<file path="src/core/drm_pkg.sv">
package drm_pkg;

  // apb register byte offsets
  localparam logic [7:0] ADDR_CONTROL = 8'h00;
  localparam logic [7:0] ADDR_SETUP = 8'h04;
  localparam logic [7:0] ADDR_STATUS = 8'h08;
  localparam logic [7:0] ADDR_TX_RING_PTR = 8'h0C;
  localparam logic [7:0] ADDR_RX_RING_PTR = 8'h10;
  localparam logic [7:0] ADDR_TX_DESC01 = 8'h14;
  localparam logic [7:0] ADDR_TX_DESC2 = 8'h18;
  localparam logic [7:0] ADDR_RX_DESC01 = 8'h1C;
  localparam logic [7:0] ADDR_RX_DESC2 = 8'h20;

  // control_register_zero bits
  localparam int CTL_INIT_BIT = 0;
  localparam int CTL_RUN_START_BIT = 1;
  localparam int CTL_STOP_BIT = 2;

  // ring pointer fields
  localparam int PTR_LEN_HI = 31;
  localparam int PTR_LEN_LO = 29;
  localparam int PTR_BASE_HI = 23;
  localparam int PTR_BASE_LO = 3;

  // descriptor word one fields, and the top bit of the word two length field
  localparam int D1_HOLDER_BIT = 15;
  localparam int D1_ERR_BIT = 14;
  localparam int D1_FIRST_BIT = 9;
  localparam int D1_LAST_BIT = 8;
  localparam int D1_ADDR_HI = 7;
  localparam int BUFFER_LENGTH_NEGATED_HI = 11;

  // holder flag encoding
  localparam logic HOLDER_HOST = 1'b0;
  localparam logic HOLDER_DEVICE = 1'b1;

  // setup ring byte offset, word indices in 16-bit words, and ring channels
  localparam logic [1:0] SETUP_RING_WORD0 = 2'h0;
  localparam logic [4:0] SETUP_RING_OFFSET = 5'h10;
  localparam logic [1:0] DESC_WORD0 = 2'h0;
  localparam logic [1:0] DESC_WORD1 = 2'h1;
  localparam logic [1:0] DESC_WORD2 = 2'h2;
  localparam logic CH_TX = 1'b0;
  localparam logic CH_RX = 1'b1;
  localparam logic [23:0] SETUP_ADDR_RESET = 24'h000000;

  typedef enum logic [2:0] {
    ST_IDLE = 3'h0,
    ST_INIT = 3'h1,
    ST_POLL = 3'h2,
    ST_FETCH = 3'h3,
    ST_WBACK = 3'h4
  } drm_state_e;

  typedef struct packed {
    logic req;
    logic we;
    logic [23:0] addr;
    logic [15:0] wdata;
  } drm_mem_req_s;

  typedef struct packed {
    logic valid;
    logic [23:0] addr;
    logic [11:0] len;
    logic first;
    logic last;
  } drm_buf_s;

  typedef struct packed {
    drm_state_e st;
    logic run;
    logic inited;
    logic init_req;
    logic [23:0] setup_addr;
    logic [1:0] word;
    logic ch;
    drm_mem_req_s mem;
    logic [1:0][31:0] ring_ptr;
    logic [1:0][6:0] idx;
    logic [1:0] held;
    logic [1:0] wback;
    logic [1:0] err;
    logic [1:0][15:0] d0;
    logic [1:0][15:0] d1;
    logic [1:0][15:0] d2;
  } drm_state_s;

endpackage

</file>
<file path="src/core/drm_ring_manager.sv">
`timescale 1ns/1ps
// What this block does
// - transmit ring size field 31:29 decodes as two to that power entries
// - ring base is pointer bits 23:3; low three bits forced to zero
// - separate rx and tx rings; entry is four 16-bit words, lowest first
// - poll rings, hand tx buffers to channel, rx buffers to be filled
// - only the current entry is examined, never further ahead
// - ring locations and sizes come only from the setup block load
// - run start bit in control register zero begins ring polling
// - hand over only by clearing holder flag; never seize an entry
// - no field touched after handing an entry back to the host
// - device writes status into word one of entries it holds
// - word zero, low address bits, never written by the device
// - word one bits 7:0 high address bits, preserved by the device
// - word one bit 9 first buffer, bit 8 last buffer
// - word two 11:0 is negated buffer length; never written
// - tx entry held but not first is skipped; polling continues
// - tx first and last flags set by host, kept by the device
// - holder flag zero means host, one means device
module drm_ring_manager
  import drm_pkg::*;
(
  // clock and reset
  input wire logic core_clk_i,
  input wire logic arst_n_i,
  // apb slave
  input wire logic psel_i,
  input wire logic penable_i,
  input wire logic pwrite_i,
  input wire logic [7:0] paddr_i,
  input wire logic [31:0] pwdata_i,
  output logic [31:0] prdata_o,
  output logic pready_o,
  output logic pslverr_o,
  // bus-master memory port, 16-bit words
  output drm_mem_req_s mem_o,
  input wire logic mem_ack_i,
  input wire logic [15:0] mem_rdata_i,
  // transmit channel side
  output drm_buf_s tx_buf_o,
  input wire logic tx_buf_done_i,
  input wire logic tx_buf_err_i,
  // receive channel side
  input wire logic rx_buf_req_i,
  output drm_buf_s rx_buf_o,
  input wire logic rx_buf_done_i,
  input wire logic rx_buf_err_i,
  // state
  output logic running_o
);

  drm_state_s r;
  drm_state_s next_r;

  function automatic logic [23:0] ring_base(input logic [31:0] ptr);
    ring_base = {ptr[PTR_BASE_HI:PTR_BASE_LO], 3'h0};
  endfunction

  function automatic logic [23:0] desc_addr(input logic [31:0] ptr, input logic [6:0] idx,
                                            input logic [1:0] w);
    // eight bytes per entry, word w at base plus 2w
    desc_addr = ring_base(ptr) + {14'h0000, idx, 3'h0} + {21'h000000, w, 1'b0};
  endfunction

  function automatic logic [6:0] next_idx(input logic [31:0] ptr, input logic [6:0] idx);
    logic [7:0] last;
    last = (8'h01 << ptr[PTR_LEN_HI:PTR_LEN_LO]) - 8'h01;
    next_idx = ({1'b0, idx} == last) ? 7'h00 : 7'(idx + 7'h01);
  endfunction

  function automatic logic [11:0] buf_len(input logic [15:0] w2);
    buf_len = 12'(~w2[BUFFER_LENGTH_NEGATED_HI:0] + 12'h001);
  endfunction

  function automatic drm_buf_s buf_view(input drm_state_s s, input logic ch);
    buf_view.valid = s.held[ch] & ~s.wback[ch];
    buf_view.addr = {s.d1[ch][D1_ADDR_HI:0], s.d0[ch]};
    buf_view.len = buf_len(s.d2[ch]);
    buf_view.first = s.d1[ch][D1_FIRST_BIT];
    buf_view.last = s.d1[ch][D1_LAST_BIT];
  endfunction

  logic apb_wr;
  logic apb_hit;
  logic mem_done;

  assign apb_wr = psel_i & penable_i & pwrite_i;
  assign mem_done = r.mem.req & mem_ack_i;

  always_comb begin
    next_r = r;

    // channel completion: hardware set, cleared by the write-back, a setup load or stop
    if (r.held[CH_TX] && !r.wback[CH_TX] && tx_buf_done_i) begin
      next_r.wback[CH_TX] = 1'b1;
      next_r.err[CH_TX] = tx_buf_err_i;
    end
    if (r.held[CH_RX] && !r.wback[CH_RX] && rx_buf_done_i) begin
      next_r.wback[CH_RX] = 1'b1;
      next_r.err[CH_RX] = rx_buf_err_i;
    end

    unique case (r.st)
      ST_IDLE: begin
        if (r.init_req) begin
          // setup load runs first, so run start given with it waits for valid rings
          next_r.init_req = 1'b0;
          next_r.inited = 1'b0;
          next_r.word = SETUP_RING_WORD0;
          next_r.mem.req = 1'b1;
          next_r.mem.we = 1'b0;
          next_r.mem.addr = r.setup_addr + {19'h00000, SETUP_RING_OFFSET};
          next_r.st = ST_INIT;
        end else if (r.run && r.inited) begin
          next_r.st = ST_POLL;
        end
      end

      ST_INIT: begin
        if (mem_done) begin
          // rx pointer low/high then tx pointer low/high
          unique case (r.word)
            2'h0: next_r.ring_ptr[CH_RX][15:0] = mem_rdata_i;
            2'h1: next_r.ring_ptr[CH_RX][31:16] = mem_rdata_i;
            2'h2: next_r.ring_ptr[CH_TX][15:0] = mem_rdata_i;
            2'h3: next_r.ring_ptr[CH_TX][31:16] = mem_rdata_i;
          endcase
          if (r.word == 2'h3) begin
            next_r.mem.req = 1'b0;
            next_r.inited = 1'b1;
            next_r.idx = '0;
            next_r.held = '0;
            next_r.wback = '0;
            next_r.st = ST_IDLE;
          end else begin
            next_r.word = 2'(r.word + 2'h1);
            next_r.mem.addr = 24'(r.mem.addr + 24'h000002);
          end
        end
      end

      ST_POLL: begin
        // write-backs first so entries return to the host promptly
        if (!r.run) begin
          next_r.st = ST_IDLE;
        end else if (r.wback[CH_TX] || r.wback[CH_RX]) begin
          next_r.ch = r.wback[CH_TX] ? CH_TX : CH_RX;
          next_r.mem.req = 1'b1;
          next_r.mem.we = 1'b1;
          next_r.mem.addr = r.wback[CH_TX]
            ? desc_addr(r.ring_ptr[CH_TX], r.idx[CH_TX], DESC_WORD1)
            : desc_addr(r.ring_ptr[CH_RX], r.idx[CH_RX], DESC_WORD1);
          next_r.st = ST_WBACK;
        end else if (!r.held[CH_RX] && rx_buf_req_i) begin
          next_r.ch = CH_RX;
          next_r.word = DESC_WORD1;
          next_r.mem.req = 1'b1;
          next_r.mem.we = 1'b0;
          next_r.mem.addr = desc_addr(r.ring_ptr[CH_RX], r.idx[CH_RX], DESC_WORD1);
          next_r.st = ST_FETCH;
        end else if (!r.held[CH_TX]) begin
          // tx ring is polled continuously while no tx entry is held
          next_r.ch = CH_TX;
          next_r.word = DESC_WORD1;
          next_r.mem.req = 1'b1;
          next_r.mem.we = 1'b0;
          next_r.mem.addr = desc_addr(r.ring_ptr[CH_TX], r.idx[CH_TX], DESC_WORD1);
          next_r.st = ST_FETCH;
        end
      end

      ST_FETCH: begin
        if (mem_done) begin
          unique case (r.word)
            DESC_WORD1: begin
              next_r.d1[r.ch] = mem_rdata_i;
              if (mem_rdata_i[D1_HOLDER_BIT] == HOLDER_HOST) begin
                // host still holds it: leave untouched, try again later
                next_r.mem.req = 1'b0;
                next_r.st = ST_POLL;
              end else if (r.ch == CH_TX && !mem_rdata_i[D1_FIRST_BIT]) begin
                // stray middle buffer: step past it without writing
                next_r.mem.req = 1'b0;
                next_r.idx[CH_TX] = next_idx(r.ring_ptr[CH_TX], r.idx[CH_TX]);
                next_r.st = ST_POLL;
              end else begin
                next_r.word = DESC_WORD0;
                next_r.mem.addr = desc_addr(r.ring_ptr[r.ch], r.idx[r.ch], DESC_WORD0);
              end
            end
            DESC_WORD0: begin
              next_r.d0[r.ch] = mem_rdata_i;
              next_r.word = DESC_WORD2;
              next_r.mem.addr = desc_addr(r.ring_ptr[r.ch], r.idx[r.ch], DESC_WORD2);
            end
            default: begin
              next_r.d2[r.ch] = mem_rdata_i;
              next_r.mem.req = 1'b0;
              next_r.held[r.ch] = 1'b1;
              next_r.err[r.ch] = 1'b0;
              next_r.st = ST_POLL;
            end
          endcase
        end
      end

      ST_WBACK: begin
        if (mem_done) begin
          // entry now belongs to the host; only the index moves on
          next_r.mem.req = 1'b0;
          next_r.mem.we = 1'b0;
          next_r.held[r.ch] = 1'b0;
          next_r.wback[r.ch] = 1'b0;
          next_r.idx[r.ch] = next_idx(r.ring_ptr[r.ch], r.idx[r.ch]);
          next_r.st = ST_POLL;
        end
      end

      default: begin
        next_r.mem.req = 1'b0;
        next_r.st = ST_IDLE;
      end
    endcase

    // status write-back word: holder cleared, bits 9:0 go back exactly as fetched
    next_r.mem.wdata = {HOLDER_HOST, r.err[r.ch], 4'h0,
                        r.d1[r.ch][D1_FIRST_BIT:0]};

    // register writes; stop aborts everything including a pending bus access
    if (apb_wr && paddr_i == ADDR_CONTROL) begin
      if (pwdata_i[CTL_STOP_BIT]) begin
        next_r.run = 1'b0;
        next_r.inited = 1'b0;
        next_r.init_req = 1'b0;
        next_r.held = '0;
        next_r.wback = '0;
        next_r.idx = '0;
        next_r.mem.req = 1'b0;
        next_r.mem.we = 1'b0;
        next_r.st = ST_IDLE;
      end else begin
        if (pwdata_i[CTL_INIT_BIT]) begin
          next_r.init_req = 1'b1;
        end
        if (pwdata_i[CTL_RUN_START_BIT]) begin
          next_r.run = 1'b1;
        end
      end
    end
    if (apb_wr && paddr_i == ADDR_SETUP) begin
      next_r.setup_addr = {pwdata_i[23:1], 1'b0};
    end
  end

  always_ff @(posedge core_clk_i or negedge arst_n_i) begin
    if (!arst_n_i) begin
      r <= '0;
      r.st <= ST_IDLE;
      r.setup_addr <= SETUP_ADDR_RESET;
    end else begin
      r <= next_r;
    end
  end

  // apb read mux; zero wait states, unmapped addresses answer with an error
  always_comb begin
    prdata_o = 32'h00000000;
    apb_hit = 1'b1;
    unique case (paddr_i)
      ADDR_CONTROL: prdata_o = {29'h00000000, 1'b0, r.run, r.init_req};
      ADDR_SETUP: prdata_o = {8'h00, r.setup_addr};
      ADDR_STATUS: prdata_o = {3'h0, r.idx[CH_RX], 1'b0, r.idx[CH_TX], 5'h00, r.st,
                               r.wback, r.held, r.run & r.inited, r.inited};
      ADDR_TX_RING_PTR: prdata_o = r.ring_ptr[CH_TX];
      ADDR_RX_RING_PTR: prdata_o = r.ring_ptr[CH_RX];
      ADDR_TX_DESC01: prdata_o = {r.d1[CH_TX], r.d0[CH_TX]};
      ADDR_TX_DESC2: prdata_o = {16'h0000, r.d2[CH_TX]};
      ADDR_RX_DESC01: prdata_o = {r.d1[CH_RX], r.d0[CH_RX]};
      ADDR_RX_DESC2: prdata_o = {16'h0000, r.d2[CH_RX]};
      default: apb_hit = 1'b0;
    endcase
  end

  assign pready_o = 1'b1;
  assign pslverr_o = psel_i & penable_i & ~apb_hit;
  assign mem_o = r.mem;
  assign tx_buf_o = buf_view(r, CH_TX);
  assign rx_buf_o = buf_view(r, CH_RX);
  assign running_o = r.run & r.inited;

endmodule // drm_ring_manager

</file>
<file path="config.mk">
export PLATFORM = sky130hd
export DESIGN_NAME = drm_ring_manager
export DESIGN_NICKNAME = d
export VERILOG_FILES = /design/src/core/drm_pkg.sv /design/src/core/drm_ring_manager.sv
export SDC_FILE = /design/constraint.sdc
export NUM_CORES = 1
export LEC_CHECK = 0
export BUFFER_PORTS_ARGS = -buffer_cell sky130_fd_sc_hd__buf_4
export CAP_MARGIN = 20
export CORE_AREA = 2 2 197 247
export CTS_CLUSTER_SIZE = 8
export DETAILED_ROUTE_END_ITERATION = 6
export DIE_AREA = 0 0 199 249
export GPL_ROUTABILITY_DRIVEN = 0
export PLACE_DENSITY = 0.57
export SLEW_MARGIN = 40
export SYNTH_ARGS = -nofsm -noshare
export SYNTH_HDL_FRONTEND = slang
export SYNTH_SLANG_ARGS = --single-unit
</file>
<file path="constraint.sdc">
create_clock -name core_clk_i -period 10.3 [get_ports core_clk_i]
set_input_delay 2.06 -clock core_clk_i [delete_from_list [all_inputs] [get_ports core_clk_i]]
set_output_delay 2.06 -clock core_clk_i [all_outputs]
set_load 0.02 [all_outputs]
</file>
==> impl_metrics.py <==
metrics = {
    "drt": {
        "dr_wl_met3_um": 4070,
        "highest-signal-layer": "met4",
        "route.detailed.wl_per_inst_um": 25.1,
        "totalWireLength_um": 59100,
        "detailroute.via_count": 13800,
        "postRouteAntennaNets": 0,
        "remaining_design_rule_violation_count": 3,
        "initialDrtViolationCount": 1453,
        "detailroute.wirelength.met2_um": 27600,
        "firstDrtPassIters": 7,
        "wirelength_met1_um": 24400,
        "avgViaCountPerCell": 5.86,
    },
    "sta": {
        "setup_slack_ps": 4210,
        "hold_viol": 0,
        "fin_worst_skew_ps": 11.7,
        "tightestPinTransition_ps": 844,
        "finalSetupViolations": 0,
        "unrepaired_setup_endpoints_after_global_routing": "false",
        "max_slew_violations": 0,
        "fin_setup_tns_ps": 0,
        "fin_crit_sh_pct": 59.1,
        "worst_slew_margin_rel_pct": 43.8,
        "max_freq_mhz": 164,
        "timing.final.crit_period_ps": 6090,
    },
    "final_layout": {
        "layout.nets": 1819,
        "area_delta_synth_final_pct": 14.7,
        "antennaDiodeCount": 0,
        "postLayoutCoreUtil_pct": 39.7,
        "drive_above_1_share_pct": 30.2,
        "fillerInstances": 4625,
        "post_layout_inst_area_mm2": 0.0187,
    },
    "clock_network": {
        "clock_tree_sinks": 248,
        "cts-root-to-sink-buffers": 3,
        "cts_resized": 0,
        "cts_max_level": 2,
        "setup_repair_bufs_after_cts": 0,
        "hold_buffers_post_cts": 0,
        "clock_insertion_delay_worst_skew_ps": 530,
        "cts_root_buffer": "sky130_fd_sc_hd__clkbuf_16",
        "cts_tree": "done",
        "tritoncts.num_buffers": 36,
        "clk_pin_slew_worst_paths_ps": 50,
    },
    "synth": {
        "yosysUniqueCellTypes": 87,
        "dominant_combinational_cell_family_by_area_after_synthesis": "multiplexers",
        "yosysSeqAreaShare_pct": 38.1,
        "synth_enable_flop_cells": 0,
        "share_of_the_synthesized_netlist_area_taken_by_xor_and_xnor_gates_pct": 6.28,
        "synthArstFlopShare_pct": 100,
        "yosys_register_bits": 248,
        "synthesis.area_mm2": 0.0163,
        "synth_mux_area_share_pct": 15.7,
        "avgSynthCellArea_um2": 9.89,
        "synth_top_cells_by_area": "sky130_fd_sc_hd__dfrtp_1, sky130_fd_sc_hd__mux2_2, sky130_fd_sc_hd__buf_4",
        "yosysTopAreaCell": "sky130_fd_sc_hd__dfrtp_1",
        "complex_gate_fraction_of_the_synthesized_area_pct": 15.4,
        "dominantRegCellSynth": "sky130_fd_sc_hd__dfrtp_1",
        "synth_simple_gate_area_share_pct": 13.6,
        "synth_top_area_share_pct": 38.1,
        "yosysWarnings": 0,
        "synthCells": 1649,
        "synthAdderAreaFrac_pct": 2.90,
    },
    "critical_path": {
        "criticalPathCategory": "input port to output port",
        "worst_r2r_endpoint": "mem_o[34]$_DFFE_PN0P_",
        "worstPathRequired_ps": 8240,
        "worstReg2RegStart": "r[222]$_DFFE_PN0P_",
        "critical_path.startpoint_type": "input port",
        "arrival_ps": 4030,
        "reg2reg_setup_slack_ps": 6130,
        "cp_max_fo": 32,
        "crit_path_end_kind": "output port",
        "rr_worst_depth": 11,
    },
    "global_route": {
        "first_pass_grt_wire_length_um": 87000,
        "antenna_found_initial": 0,
        "number_of_global_route_vias_before_repair": 13200,
        "gr-usage-all-layers_pct": 23.5,
        "grt-ovfl-total": 0,
        "grt_max_degree": 94,
    },
    "pwr": {
        "total_power_mw": 3.62,
        "power.share.clock_pct": 29.9,
        "power.share.switching_pct": 37.2,
        "power.sequential.fraction_pct": 40.1,
        "combPwrFrac_pct": 30.0,
        "net-switching-power_mw": 1.35,
        "cellPowerDensity_mw_per_mm2": 193,
        "worst_ir_drop_vdd_v": 0.000115,
        "power.internal_mw": 2.27,
        "power.static_leakage_nw": 8.51,
    },
    "die": {
        "fp.dieH_um": 249,
        "boundaryPins": 222,
        "start_util_pct": 34.6,
        "width_of_the_chip_um": 199,
        "core_area_mm2": 0.0471,
        "fp-row-count": 89,
        "die_outline_area_mm2": 0.0496,
    },
    "worst_hold_path": {
        "min_to": "r[42]$_DFFE_PN0P_",
        "worstHoldPathCells": 1,
        "hp-class": "register to register",
        "hp-start": "r[42]$_DFFE_PN0P_",
    },
    "placement": {
        "dp_slack_ps": 4230,
        "dpl_cell_area_mm2": 0.0177,
        "numPortBuffers": 206,
        "dp_hpwl_um": 43800,
    },
    "job": {
        "cap_violations": 0,
    },
    "status": {
        "failed_checks": "DRC",
        "status": "finished with violations",
    },
}
state kept, by name, indices dropped and copies added, names as in the netlist:
name and cells:
tx_buf_o 26, rx_buf_o 26, mem_o 36, r 160
logic make-up after synthesis:
kind of cell,count (synthesis)
flip-flops,248
buffers and inverters,235
XOR/XNOR,117
adder cells (fa/ha/maj),36
AND/OR/NAND/NOR,448
AO/OA/AOI/OAI,337
other,2
multiplexers,226
worst max-delay path by stage:
stage / from / endpoint / cells past startpoint
finish: paddr_i[1] / prdata_o[1] / 8
floorplan: paddr_i[1] / prdata_o[4] / 6
global placement: paddr_i[1] / prdata_o[0] / 7
CTS: paddr_i[1] / prdata_o[1] / 8
global route: paddr_i[1] / prdata_o[1] / 8
detailed placement: paddr_i[1] / prdata_o[1] / 8
power groups by stage:
stage / Combinational [mW] / Sequential (mW) / Clock (mW)
finish: 1.09 / 1.45 / 1.08
global route: 1.19 / 1.47 / 1.13
CTS: 1.08 / 1.44 / 1.10
detailed placement: 1.07 / 1.45 / 0
global placement: 1.05 / 1.44 / 0
floorplan: 0.920 / 1.28 / 0
worst max-delay path: stages:
cell and delay (ps):
sky130_fd_sc_hd__buf_4 130, sky130_fd_sc_hd__or4_1 670, sky130_fd_sc_hd__nor2_2 120, sky130_fd_sc_hd__buf_4 420
sky130_fd_sc_hd__a222oi_1 210, sky130_fd_sc_hd__and2_1 180, sky130_fd_sc_hd__nand2_1 80, sky130_fd_sc_hd__buf_4 150
cells in the final DEF (no fill, tap or decap), types with 9 or more instances in the layout:
master and count:
sky130_fd_sc_hd__mux2_2 202, sky130_fd_sc_hd__nand2_2 11, sky130_fd_sc_hd__dfrtp_1 247, sky130_fd_sc_hd__nor2_1 97
sky130_fd_sc_hd__a31oi_1 11, sky130_fd_sc_hd__nand2_1 121, sky130_fd_sc_hd__o21ai_0 46, sky130_fd_sc_hd__ha_1 33
sky130_fd_sc_hd__a222oi_1 30, sky130_fd_sc_hd__and3_1 12, sky130_fd_sc_hd__a221oi_1 16, sky130_fd_sc_hd__o21a_1 10
sky130_fd_sc_hd__nor4_1 12, sky130_fd_sc_hd__nor2b_1 9, sky130_fd_sc_hd__a21oi_1 49, sky130_fd_sc_hd__and2_1 9
sky130_fd_sc_hd__mux2i_1 17, sky130_fd_sc_hd__nand4_1 24, sky130_fd_sc_hd__clkbuf_16 38, sky130_fd_sc_hd__o22ai_1 14
sky130_fd_sc_hd__buf_4 221, sky130_fd_sc_hd__nor3_1 38, sky130_fd_sc_hd__a21o_1 9, sky130_fd_sc_hd__a22o_1 9
sky130_fd_sc_hd__a22oi_1 52, sky130_fd_sc_hd__a211oi_1 13, sky130_fd_sc_hd__xor2_1 55, sky130_fd_sc_hd__inv_1 35
sky130_fd_sc_hd__nand3_1 50, sky130_fd_sc_hd__xnor2_1 62, sky130_fd_sc_hd__o211ai_1 11
metrics by stage:
step	cells	hold WS, ps
finish	2355	504
global route	2355	515
CTS	2355	504
detailed placement	2315	492
global placement	2314	485
floorplan	1654	478
cell usage after synthesis, types with 5 or more instances:
library cell	instances
sky130_fd_sc_hd__nand4_1	24
sky130_fd_sc_hd__buf_4	102
sky130_fd_sc_hd__xor2_1	55
sky130_fd_sc_hd__a221oi_1	16
sky130_fd_sc_hd__a21o_1	9
sky130_fd_sc_hd__a222oi_1	30
sky130_fd_sc_hd__a22oi_1	52
sky130_fd_sc_hd__o22ai_1	14
sky130_fd_sc_hd__a31oi_1	11
sky130_fd_sc_hd__nand3_1	50
sky130_fd_sc_hd__or3_1	5
sky130_fd_sc_hd__mux2i_1	17
sky130_fd_sc_hd__o21ai_1	7
sky130_fd_sc_hd__o21ai_0	46
sky130_fd_sc_hd__and3_1	12
sky130_fd_sc_hd__a211oi_1	13
sky130_fd_sc_hd__buf_1	15
sky130_fd_sc_hd__nor2_1	102
sky130_fd_sc_hd__buf_2	23
sky130_fd_sc_hd__dfrtp_1	248
sky130_fd_sc_hd__nor4_1	15
sky130_fd_sc_hd__xnor2_1	62
sky130_fd_sc_hd__nor3_2	5
sky130_fd_sc_hd__o221ai_1	7
sky130_fd_sc_hd__clkbuf_1	58
sky130_fd_sc_hd__a22o_1	9
sky130_fd_sc_hd__o32a_1	5
sky130_fd_sc_hd__ha_1	33
sky130_fd_sc_hd__or4_1	7
sky130_fd_sc_hd__o21a_1	10
sky130_fd_sc_hd__nand2_1	131
sky130_fd_sc_hd__nor2b_1	9
sky130_fd_sc_hd__a21oi_1	49
sky130_fd_sc_hd__o211ai_1	11
sky130_fd_sc_hd__mux2_2	202
sky130_fd_sc_hd__nor3_1	40
sky130_fd_sc_hd__and2_1	9
sky130_fd_sc_hd__inv_1	35
sky130_fd_sc_hd__nand2b_1	7
sky130_fd_sc_hd__nand3b_1	7
area by class of cell:
| cell class | count | area [µm²] | share of cell area [%] |
|---|---|---|---|
| inverters | 35 | 131 | 0.702 |
| multi-input cells | 1171 | 8880 | 47.5 |
| repair buffers | 224 | 1720 | 9.20 |
| clock inverters | 1 | 16.3 | 0.0869 |
| flip-flops and latches | 248 | 6210 | 33.2 |
| well taps | 637 | 797 | 4.26 |
| clock buffers | 39 | 955 | 5.10 |
per-layer routing:
layer | vias to the layer above | GRT usage (%)
li1 | 6097 | -
met1 | 6894 | 30.9
met2 | 679 | 37.9
met3 | 139 | 2.98
met4 | 0 | 11.2
met5 | - | 0
Note: power is estimated with default switching activity, not from simulation.
